===== src/include/pd_task_params.svh =====
// constants for the capability task interpreter: codes, offsets, timing
// assumes one 40 MHz clock and a policy engine on the same clock
`ifndef PD_TASK_PARAMS_SVH
`define PD_TASK_PARAMS_SVH

// four-character task codes, first character in the top byte
`define TASK_GET_SNK_CAPS   32'h47536b43
`define TASK_GET_SRC_CAPS   32'h47537243
`define TASK_SEND_SRC_CAPS  32'h53537243

// task return codes
`define RC_SUCCESS          8'h00
`define RC_TIMEOUT          8'h01
`define RC_REJECTED         8'h02
`define RC_UNKNOWN          8'h03

// offsets of the received capability stores
`define OFS_RX_SRC_CAPS     8'h30
`define OFS_RX_SNK_CAPS     8'h31

// clock and partner response time
`define CLK_PERIOD_NS       25
`define RESP_TIME_US        30000
`define RESP_CYCLES         ((`RESP_TIME_US * 1000) / `CLK_PERIOD_NS)

`define MAX_OBJS            7

`endif


===== src/include/pd_task_pkg.sv =====
// types shared by the capability task interpreter
// assumes pd_task_params.svh is compiled alongside
package pd_task_pkg;

  typedef enum logic [3:0] {
    MSG_NONE         = 4'h0,
    MSG_GET_SNK_CAP  = 4'h1,
    MSG_GET_SRC_CAP  = 4'h2,
    MSG_SRC_CAPS     = 4'h3,
    MSG_SNK_CAPS     = 4'h4,
    MSG_REJECT       = 4'h5,
    MSG_NOT_SUPP     = 4'h6,
    MSG_OTHER        = 4'hf
  } msg_t;

  typedef struct packed {
    logic       valid;
    msg_t       kind;
  } tx_req_t;

  typedef struct packed {
    logic       valid;
    msg_t       kind;
    logic [2:0] nobj;
  } rx_msg_t;

  typedef struct packed {
    logic        valid;
    logic [2:0]  idx;
    logic [31:0] data;
  } rx_obj_t;

endpackage


===== src/resp_timer.sv =====
// one-shot response timer for the capability task interpreter
// assumes start and stop come from logic on the same clock
`timescale 1ns/1ps
module resp_timer
  import pd_task_pkg::*;
#(
  parameter int unsigned CYCLES = 1200000
)(
  input  wire logic CLK,
  input  wire logic RST_N,
  input  wire logic START,
  input  wire logic STOP,
  output logic      EXPIRED
);

  logic [31:0] cnt_r;
  logic [31:0] cnt_nxt;
  logic        run_r;
  logic        run_nxt;
  logic        exp_r;
  logic        exp_nxt;

  always_comb
  begin
    cnt_nxt = cnt_r;
    run_nxt = run_r;
    exp_nxt = 1'b0;
    if (START)
    begin
      cnt_nxt = CYCLES - 32'h1;
      run_nxt = 1'b1;
    end
    else if (STOP)
      run_nxt = 1'b0;
    else if (run_r)
    begin
      if (cnt_r == 32'h0)
      begin
        run_nxt = 1'b0;
        exp_nxt = 1'b1;
      end
      else
        cnt_nxt = cnt_r - 32'h1;
    end
  end

  always_ff @(posedge CLK)
  begin
    if (!RST_N)
    begin
      cnt_r <= 32'h0;
      run_r <= 1'b0;
      exp_r <= 1'b0;
    end
    else
    begin
      cnt_r <= cnt_nxt;
      run_r <= run_nxt;
      exp_r <= exp_nxt;
    end
  end

  assign EXPIRED = exp_r;

endmodule // resp_timer


===== src/pd_cap_tasks.sv =====
// capability task interpreter: three host tasks driving pd messages
// assumes host and policy engine sit on the same clock as this block
`timescale 1ns/1ps
`include "pd_task_params.svh"
module pd_cap_tasks
  import pd_task_pkg::*;
#(
  parameter int unsigned RESP_CYC = `RESP_CYCLES,
  parameter int unsigned NOBJ     = `MAX_OBJS
)(
  input  wire logic        CLK,
  input  wire logic        RST_N,
  input  wire logic        TASK_VALID,
  input  wire logic [31:0] TASK_CODE,
  output logic             TASK_READY,
  output logic             TASK_DONE,
  output logic [7:0]       RET_CODE,
  input  wire logic        PARTNER_IS_SRC,
  input  wire logic        PARTNER_NOT_DRP,
  input  wire logic        OWN_ROLE_SRC,
  input  wire logic        PE_READY,
  output tx_req_t          TX_REQ,
  input  wire logic        TX_GOODCRC,
  input  wire logic        TX_NO_ACK,
  input  wire rx_msg_t     RX_MSG,
  input  wire rx_obj_t     RX_OBJ,
  output logic             NEGOTIATE_REQ,
  input  wire logic [7:0]  CAPS_OFS,
  input  wire logic [2:0]  CAPS_IDX,
  output logic [31:0]      CAPS_WORD,
  output logic [2:0]       SRC_CAPS_CNT,
  output logic [2:0]       SNK_CAPS_CNT
);

  typedef enum logic [4:0] {
    ST_IDLE = 5'b00001,
    ST_OPP  = 5'b00010,
    ST_ACK  = 5'b00100,
    ST_RESP = 5'b01000,
    ST_DONE = 5'b10000
  } state_t;

  typedef enum logic [1:0] {
    TK_SNK  = 2'h0,
    TK_SRC  = 2'h1,
    TK_SEND = 2'h2
  } task_t;

  state_t      state_r;
  state_t      state_nxt;
  task_t       task_r;
  task_t       task_nxt;
  logic [7:0]  ret_r;
  logic [7:0]  ret_nxt;
  logic        neg_r;
  logic        neg_nxt;
  logic        tmr_start;
  logic        tmr_stop;
  logic        tmr_exp;
  logic        commit;
  logic [31:0] stage_r [NOBJ];
  logic [31:0] stage_nxt [NOBJ];
  logic [31:0] src_store_r [NOBJ];
  logic [31:0] src_store_nxt [NOBJ];
  logic [31:0] snk_store_r [NOBJ];
  logic [31:0] snk_store_nxt [NOBJ];
  logic [2:0]  src_cnt_r;
  logic [2:0]  src_cnt_nxt;
  logic [2:0]  snk_cnt_r;
  logic [2:0]  snk_cnt_nxt;
  logic [31:0] caps_word_r;
  logic [31:0] caps_word_nxt;

  function automatic msg_t request_of(input task_t t);
    unique case (t)
      TK_SNK:  request_of = MSG_GET_SNK_CAP;
      TK_SRC:  request_of = MSG_GET_SRC_CAP;
      default: request_of = MSG_SRC_CAPS;
    endcase
  endfunction

  function automatic msg_t reply_of(input task_t t);
    reply_of = (t == TK_SNK) ? MSG_SNK_CAPS : MSG_SRC_CAPS;
  endfunction

  function automatic logic is_refusal(input msg_t m);
    is_refusal = (m == MSG_REJECT) || (m == MSG_NOT_SUPP);
  endfunction

  resp_timer #(
    .CYCLES (RESP_CYC)
  ) u_timer (
    .CLK     (CLK),
    .RST_N   (RST_N),
    .START   (tmr_start),
    .STOP    (tmr_stop),
    .EXPIRED (tmr_exp)
  );

  // task sequencer
  always_comb
  begin
    state_nxt = state_r;
    task_nxt  = task_r;
    ret_nxt   = ret_r;
    neg_nxt   = 1'b0;
    tmr_start = 1'b0;
    tmr_stop  = 1'b0;
    commit    = 1'b0;
    TX_REQ    = '{valid: 1'b0, kind: MSG_NONE};
    unique case (state_r)
      ST_IDLE:
      begin
        if (TASK_VALID)
        begin
          state_nxt = ST_OPP;
          if (TASK_CODE == `TASK_GET_SNK_CAPS)
          begin
            task_nxt = TK_SNK;
            if (PARTNER_IS_SRC && PARTNER_NOT_DRP)
            begin
              ret_nxt   = `RC_REJECTED;
              state_nxt = ST_DONE;
            end
          end
          else if (TASK_CODE == `TASK_GET_SRC_CAPS)
          begin
            task_nxt = TK_SRC;
            if (!PARTNER_IS_SRC && PARTNER_NOT_DRP)
            begin
              ret_nxt   = `RC_REJECTED;
              state_nxt = ST_DONE;
            end
          end
          else if (TASK_CODE == `TASK_SEND_SRC_CAPS)
          begin
            task_nxt = TK_SEND;
            if (!OWN_ROLE_SRC)
            begin
              ret_nxt   = `RC_REJECTED;
              state_nxt = ST_DONE;
            end
          end
          else
          begin
            ret_nxt   = `RC_UNKNOWN;
            state_nxt = ST_DONE;
          end
        end
      end
      ST_OPP:
      begin
        if (PE_READY)
        begin
          TX_REQ    = '{valid: 1'b1, kind: request_of(task_r)};
          state_nxt = ST_ACK;
        end
      end
      ST_ACK:
      begin
        if (TX_GOODCRC)
        begin
          if (task_r == TK_SEND)
          begin
            ret_nxt   = `RC_SUCCESS;
            neg_nxt   = 1'b1;
            state_nxt = ST_DONE;
          end
          else
          begin
            tmr_start = 1'b1;
            state_nxt = ST_RESP;
          end
        end
        else if (TX_NO_ACK)
        begin
          ret_nxt   = `RC_TIMEOUT;
          state_nxt = ST_DONE;
        end
      end
      ST_RESP:
      begin
        if (RX_MSG.valid && RX_MSG.kind == reply_of(task_r))
        begin
          commit    = 1'b1;
          tmr_stop  = 1'b1;
          ret_nxt   = `RC_SUCCESS;
          state_nxt = ST_DONE;
        end
        else if (RX_MSG.valid && is_refusal(RX_MSG.kind))
        begin
          tmr_stop  = 1'b1;
          ret_nxt   = `RC_REJECTED;
          state_nxt = ST_DONE;
        end
        else if (tmr_exp)
        begin
          ret_nxt   = `RC_TIMEOUT;
          state_nxt = ST_DONE;
        end
      end
      ST_DONE:
        state_nxt = ST_IDLE;
      default:
        state_nxt = ST_IDLE;
    endcase
  end

  always_ff @(posedge CLK)
  begin
    if (!RST_N)
    begin
      state_r <= ST_IDLE;
      task_r  <= TK_SNK;
      ret_r   <= `RC_SUCCESS;
      neg_r   <= 1'b0;
    end
    else
    begin
      state_r <= state_nxt;
      task_r  <= task_nxt;
      ret_r   <= ret_nxt;
      neg_r   <= neg_nxt;
    end
  end

  // capability staging and stores
  always_comb
  begin
    stage_nxt     = stage_r;
    src_store_nxt = src_store_r;
    snk_store_nxt = snk_store_r;
    src_cnt_nxt   = src_cnt_r;
    snk_cnt_nxt   = snk_cnt_r;
    if (RX_OBJ.valid && RX_OBJ.idx < NOBJ[2:0])
      stage_nxt[RX_OBJ.idx] = RX_OBJ.data;
    if (commit && task_r == TK_SNK)
    begin
      snk_store_nxt = stage_r;
      snk_cnt_nxt   = RX_MSG.nobj;
    end
    if (commit && task_r == TK_SRC)
    begin
      src_store_nxt = stage_r;
      src_cnt_nxt   = RX_MSG.nobj;
    end
  end

  always_ff @(posedge CLK)
  begin
    if (!RST_N)
    begin
      for (int i = 0; i < NOBJ; i++)
      begin
        stage_r[i]     <= 32'h0;
        src_store_r[i] <= 32'h0;
        snk_store_r[i] <= 32'h0;
      end
      src_cnt_r <= 3'h0;
      snk_cnt_r <= 3'h0;
    end
    else
    begin
      stage_r     <= stage_nxt;
      src_store_r <= src_store_nxt;
      snk_store_r <= snk_store_nxt;
      src_cnt_r   <= src_cnt_nxt;
      snk_cnt_r   <= snk_cnt_nxt;
    end
  end

  // store read port
  always_comb
  begin
    caps_word_nxt = 32'h0;
    if (CAPS_IDX < NOBJ[2:0])
    begin
      if (CAPS_OFS == `OFS_RX_SRC_CAPS)
        caps_word_nxt = src_store_r[CAPS_IDX];
      else if (CAPS_OFS == `OFS_RX_SNK_CAPS)
        caps_word_nxt = snk_store_r[CAPS_IDX];
    end
  end

  always_ff @(posedge CLK)
  begin
    if (!RST_N)
      caps_word_r <= 32'h0;
    else
      caps_word_r <= caps_word_nxt;
  end

  assign TASK_READY    = (state_r == ST_IDLE);
  assign TASK_DONE     = (state_r == ST_DONE);
  assign RET_CODE      = ret_r;
  assign NEGOTIATE_REQ = neg_r;
  assign CAPS_WORD     = caps_word_r;
  assign SRC_CAPS_CNT  = src_cnt_r;
  assign SNK_CAPS_CNT  = snk_cnt_r;
endmodule // pd_cap_tasks


===== config.mk =====
export PLATFORM = sky130hd
export DESIGN_NAME = pd_cap_tasks
export DESIGN_NICKNAME = d
export VERILOG_FILES = /design/src/include/pd_task_pkg.sv /design/src/resp_timer.sv /design/src/pd_cap_tasks.sv
export VERILOG_INCLUDE_DIRS = /design/src /design/src/include
export SDC_FILE = /design/constraint.sdc
export NUM_CORES = 2
export LEC_CHECK = 0
export BUFFER_PORTS_ARGS = -buffer_cell sky130_fd_sc_hd__buf_4
export CORE_MARGIN = 2
export CORE_UTILIZATION = 51
export CTS_BUF_LIST = sky130_fd_sc_hd__clkbuf_8
export CTS_CLUSTER_SIZE = 20
export DETAILED_ROUTE_END_ITERATION = 10
export PLACE_DENSITY_LB_ADDON = 0.25
export SLEW_MARGIN = 15
export SYNTH_ARGS = -nofsm -noshare
export SYNTH_HDL_FRONTEND = slang
export SYNTH_HIERARCHICAL = 1
export SYNTH_SLANG_ARGS = --single-unit

===== constraint.sdc =====
create_clock -name CLK -period 2.7 [get_ports CLK]
set_clock_uncertainty 0.15 [all_clocks]
set_input_delay 0.54 -clock CLK [delete_from_list [all_inputs] [get_ports CLK]]
set_output_delay 0.54 -clock CLK [all_outputs]
set_load 0.05 [all_outputs]

==> flow_summary.yaml <==
place:
  dpl.hpwl_um: 49100
  post-place-ws_ns: 0.0868
  place_congestion: 0.825
  io_buffers: 141
drt:
  routedWlPerCell_um: 18.5
  vias_per_cell: 5.57
  drt-pass1-iter-count: 5
  dr.first_iter.drc_count: 2272
  ant_nets: 0
  remaining_drc_errors: 0
  vias: 26100
  drt-total-wl_um: 86700
clock_tree:
  cts_made_buffers: 117
  cts.clk_slew.worst_paths_ns: 0.07
  clock_sinks: 754
  cts_max_path_buffers: 3
  clkLatencyLatePin_ns: 0.75
  cts_tree: "yes"
  cts-root-buf: "clkbuf_8"
  htree_levels: 3
global_route:
  grt_remaining_overflow: 0
  grt_util_all_layers_pct: 27.9
  grt_use_met2_pct: 44.6
  antenna_found_initial: 1
  grt_pass1_wl_um: 135000
  use_met1_pct: 38.7
  grt_pass1_vias: 24500
  use_met3_pct: 4.60
  grt_max_degree: 84
  top_usage_layer: "met2"
logic_synthesis:
  netlist_area_sq_um: 30300
  synth-main-ff-cell: "dfxtp_1"
  syn_inst: 3666
  synth_edf_count: 0
  async_flop_share_pct: 0
  synth-seq-cells: 754
  syn_area_per_cell_sq_um: 8.27
  seq_area_frac_synth_pct: 49.8
  ys_warn_count: 6
  yosysUniqueCellTypes: 65
timing:
  worst_pin_slew_ns: 0.846
  setup_viol: 1
  maxSlewViolCount: 0
  hold_viol: 0
  max_freq_mhz: 369
  slew_headroom_pct: 43.5
  grt_setup_unrepaired: "yes"
  final_min_period_over_clock_period_pct: 100
  setup_ws_ns: -0.0122
  period_needed_ns: 2.71
  holdWs_ns: 0.0907
pwr:
  total_power_uw: 22200
  pwr_density_cell_nw_per_um2: 623
  p_seq_share_pct: 50.6
  swShare_pct: 23.8
  net-switching-power_uw: 5300
  leakage_uw: 0.0123
  ir_drop_mv: 0.354
  clockPowerShare_pct: 44.4
  combPwrFrac_pct: 5.0
  internal_power_uw: 16900
setup_path:
  required_ns: 2.01
  cp-start-kind: "flip-flop"
  timing.rr.start: "state_r[2]"
  cp_max_fo: 3
  critPathCaptureType: "primary output"
  critical_path_class: "flip-flop to primary output"
  crit_start: "state_r[2]"
  cp.arrival_ns: 2.02
floorplan:
  floorplan.die.height_um: 248
  core_area_sq_um: 58900
  row_count: 89
  io_pins: 150
  dieWidth_um: 248
  start_util_pct: 51.5
  die_area_sq_um: 61400
final_layout:
  area_growth_pct: 17.8
  fillers: 5138
  post-route-util_pct: 60.7
  layout-drive-gt1-share_pct: 14.9
  fin_nets: 3906
worst_hold_path:
  hold_path_class: "input port to flip-flop"
  hp-start: "TASK_CODE[26]"
run:
  cap_violations: 0
status:
  violations: "negative setup slack"
  status: "finished, violations left"
## routing by layer
metal  vias up  wire [um]
li1      12500          -
met1     12500      38000
met2       846      40000
met3       144       6610
met4         0       2000
met5         -          0
## stage by stage
stage	instances	TNS, ns	cell area [sq um]
after floorplan	3673	0	30300
after global placement	4411	0	32600
after CTS	4668	-0.102	35600
after detailed placement	4411	0	32600
after global routing	4677	-1.07	35700
final	4677	-0.0122	35700
## Yosys cell counts, drive strengths merged (3+ instances only)
library cell	count	area, sq um
nand2	1439	5400
nor2	25	93.8
a21oi	701	3510
o21ai	70	354
mux2i	69	691
nand3	10	60.1
o31ai	12	118
o31a	9	78.8
buf	97	642
inv	12	45.0
o21bai	3	22.5
dfxtp	754	15100
and3	5	31.3
or2	5	33.8
and4b	4	40.0
nand2b	11	68.8
clkbuf	184	691
nand4	7	43.8
or4	11	82.6
o21a	12	90.1
xnor2	5	43.8
nor3	18	90.1
mux4	96	2160
nor2b	42	263
nor4	15	115
or3	11	80.1
## power by group through the flow
stage	registers (uW)	logic [uW]	clock network [uW]
finish	11300	1110	9880
global route	11300	1170	10500
CTS	11300	1100	10000
detailed placement	11500	1030	0
global placement	11500	1030	0
floorplan	11500	535	0
## path summary, 6_finish.rpt
path | to | slack, ns | cells past startpoint
worst min-delay path | task_r[0] | 0.09 | 5
worst max register to register | src_store_r[202] | 0.10 | 7
worst min register to register | src_store_r[78] | 0.27 | 2
worst max-delay path | TASK_READY | -0.01 | 4
## sequential cells by signal, indices dropped and copies added (netlist names)
register / cells
CAPS_WORD: 32
NEGOTIATE_REQ: 1
RET_CODE: 2
SNK_CAPS_CNT: 3
SRC_CAPS_CNT: 3
snk_store_r: 224
src_store_r: 224
stage_r: 224
state_r: 5
task_r: 2
u_timer/EXPIRED: 1
u_timer/cnt_r: 32
u_timer/run_r: 1
## critical path, stage by stage (launching register included)
cell and delay, ns:
dfxtp_4 0.35, or3_4 0.38, or3_4 0.35, inv_2 0.07, buf_8 0.13
## final cells by class
type,count,area [sq um],area share [%]
repair buffers,297,3130,8.75
flip-flops and latches,754,15100,42.3
diodes,2,5.00,0.0140
inverters,12,52.6,0.147
well taps,773,967,2.71
multi-input cells,2626,14000,39.2
clock buffers,156,2150,6.01
clock inverters,57,324,0.907
## kinds of logic (layout without fill, tap and decap cells)
kind of cell    Yosys count  after routing  share of synthesized area, %
flops                   754            754                          49.8
compound gates          824            824                          14.3
simple gates           1620           1620                          21.7
other cells               1             10                        0.0124
fa+ha+maj                 2              2                        0.0825
buf+inv                 293            522                          4.54
mux                     165            165                          9.41
xor+xnor                  7              7                         0.202
## repair_timing
item | CTS | global route
resized for setup | 11 | 15
hold buffers | 41 | 0
endpoints found under the hold margin | 247 | 0
cloned | 0 | 2
buffers inserted | 3 | 5
pin swaps | 2 | 6
setup endpoints to repair | 3 | 10
## placed cells by master (no fill, tap or decap), drive strengths merged, types with 7 or more instances in the layout
cell type / netlist / layout
a21oi: 701 / 701
buf: 97 / 254
clkbuf: 184 / 158
clkinv: 0 / 16
conb: 1 / 8
dfxtp: 754 / 754
dlygate4sd3: 0 / 41
inv: 12 / 49
mux2i: 69 / 69
mux4: 96 / 96
nand2: 1439 / 1439
nand2b: 11 / 11
nand3: 10 / 10
nand4: 7 / 7
nor2: 25 / 25
nor2b: 42 / 42
nor3: 18 / 18
nor4: 15 / 15
o21a: 12 / 12
o21ai: 70 / 70
o31a: 9 / 9
o31ai: 12 / 12
or3: 11 / 11
or4: 11 / 11
No activity file was read; power rests on OpenSTA's default activity.
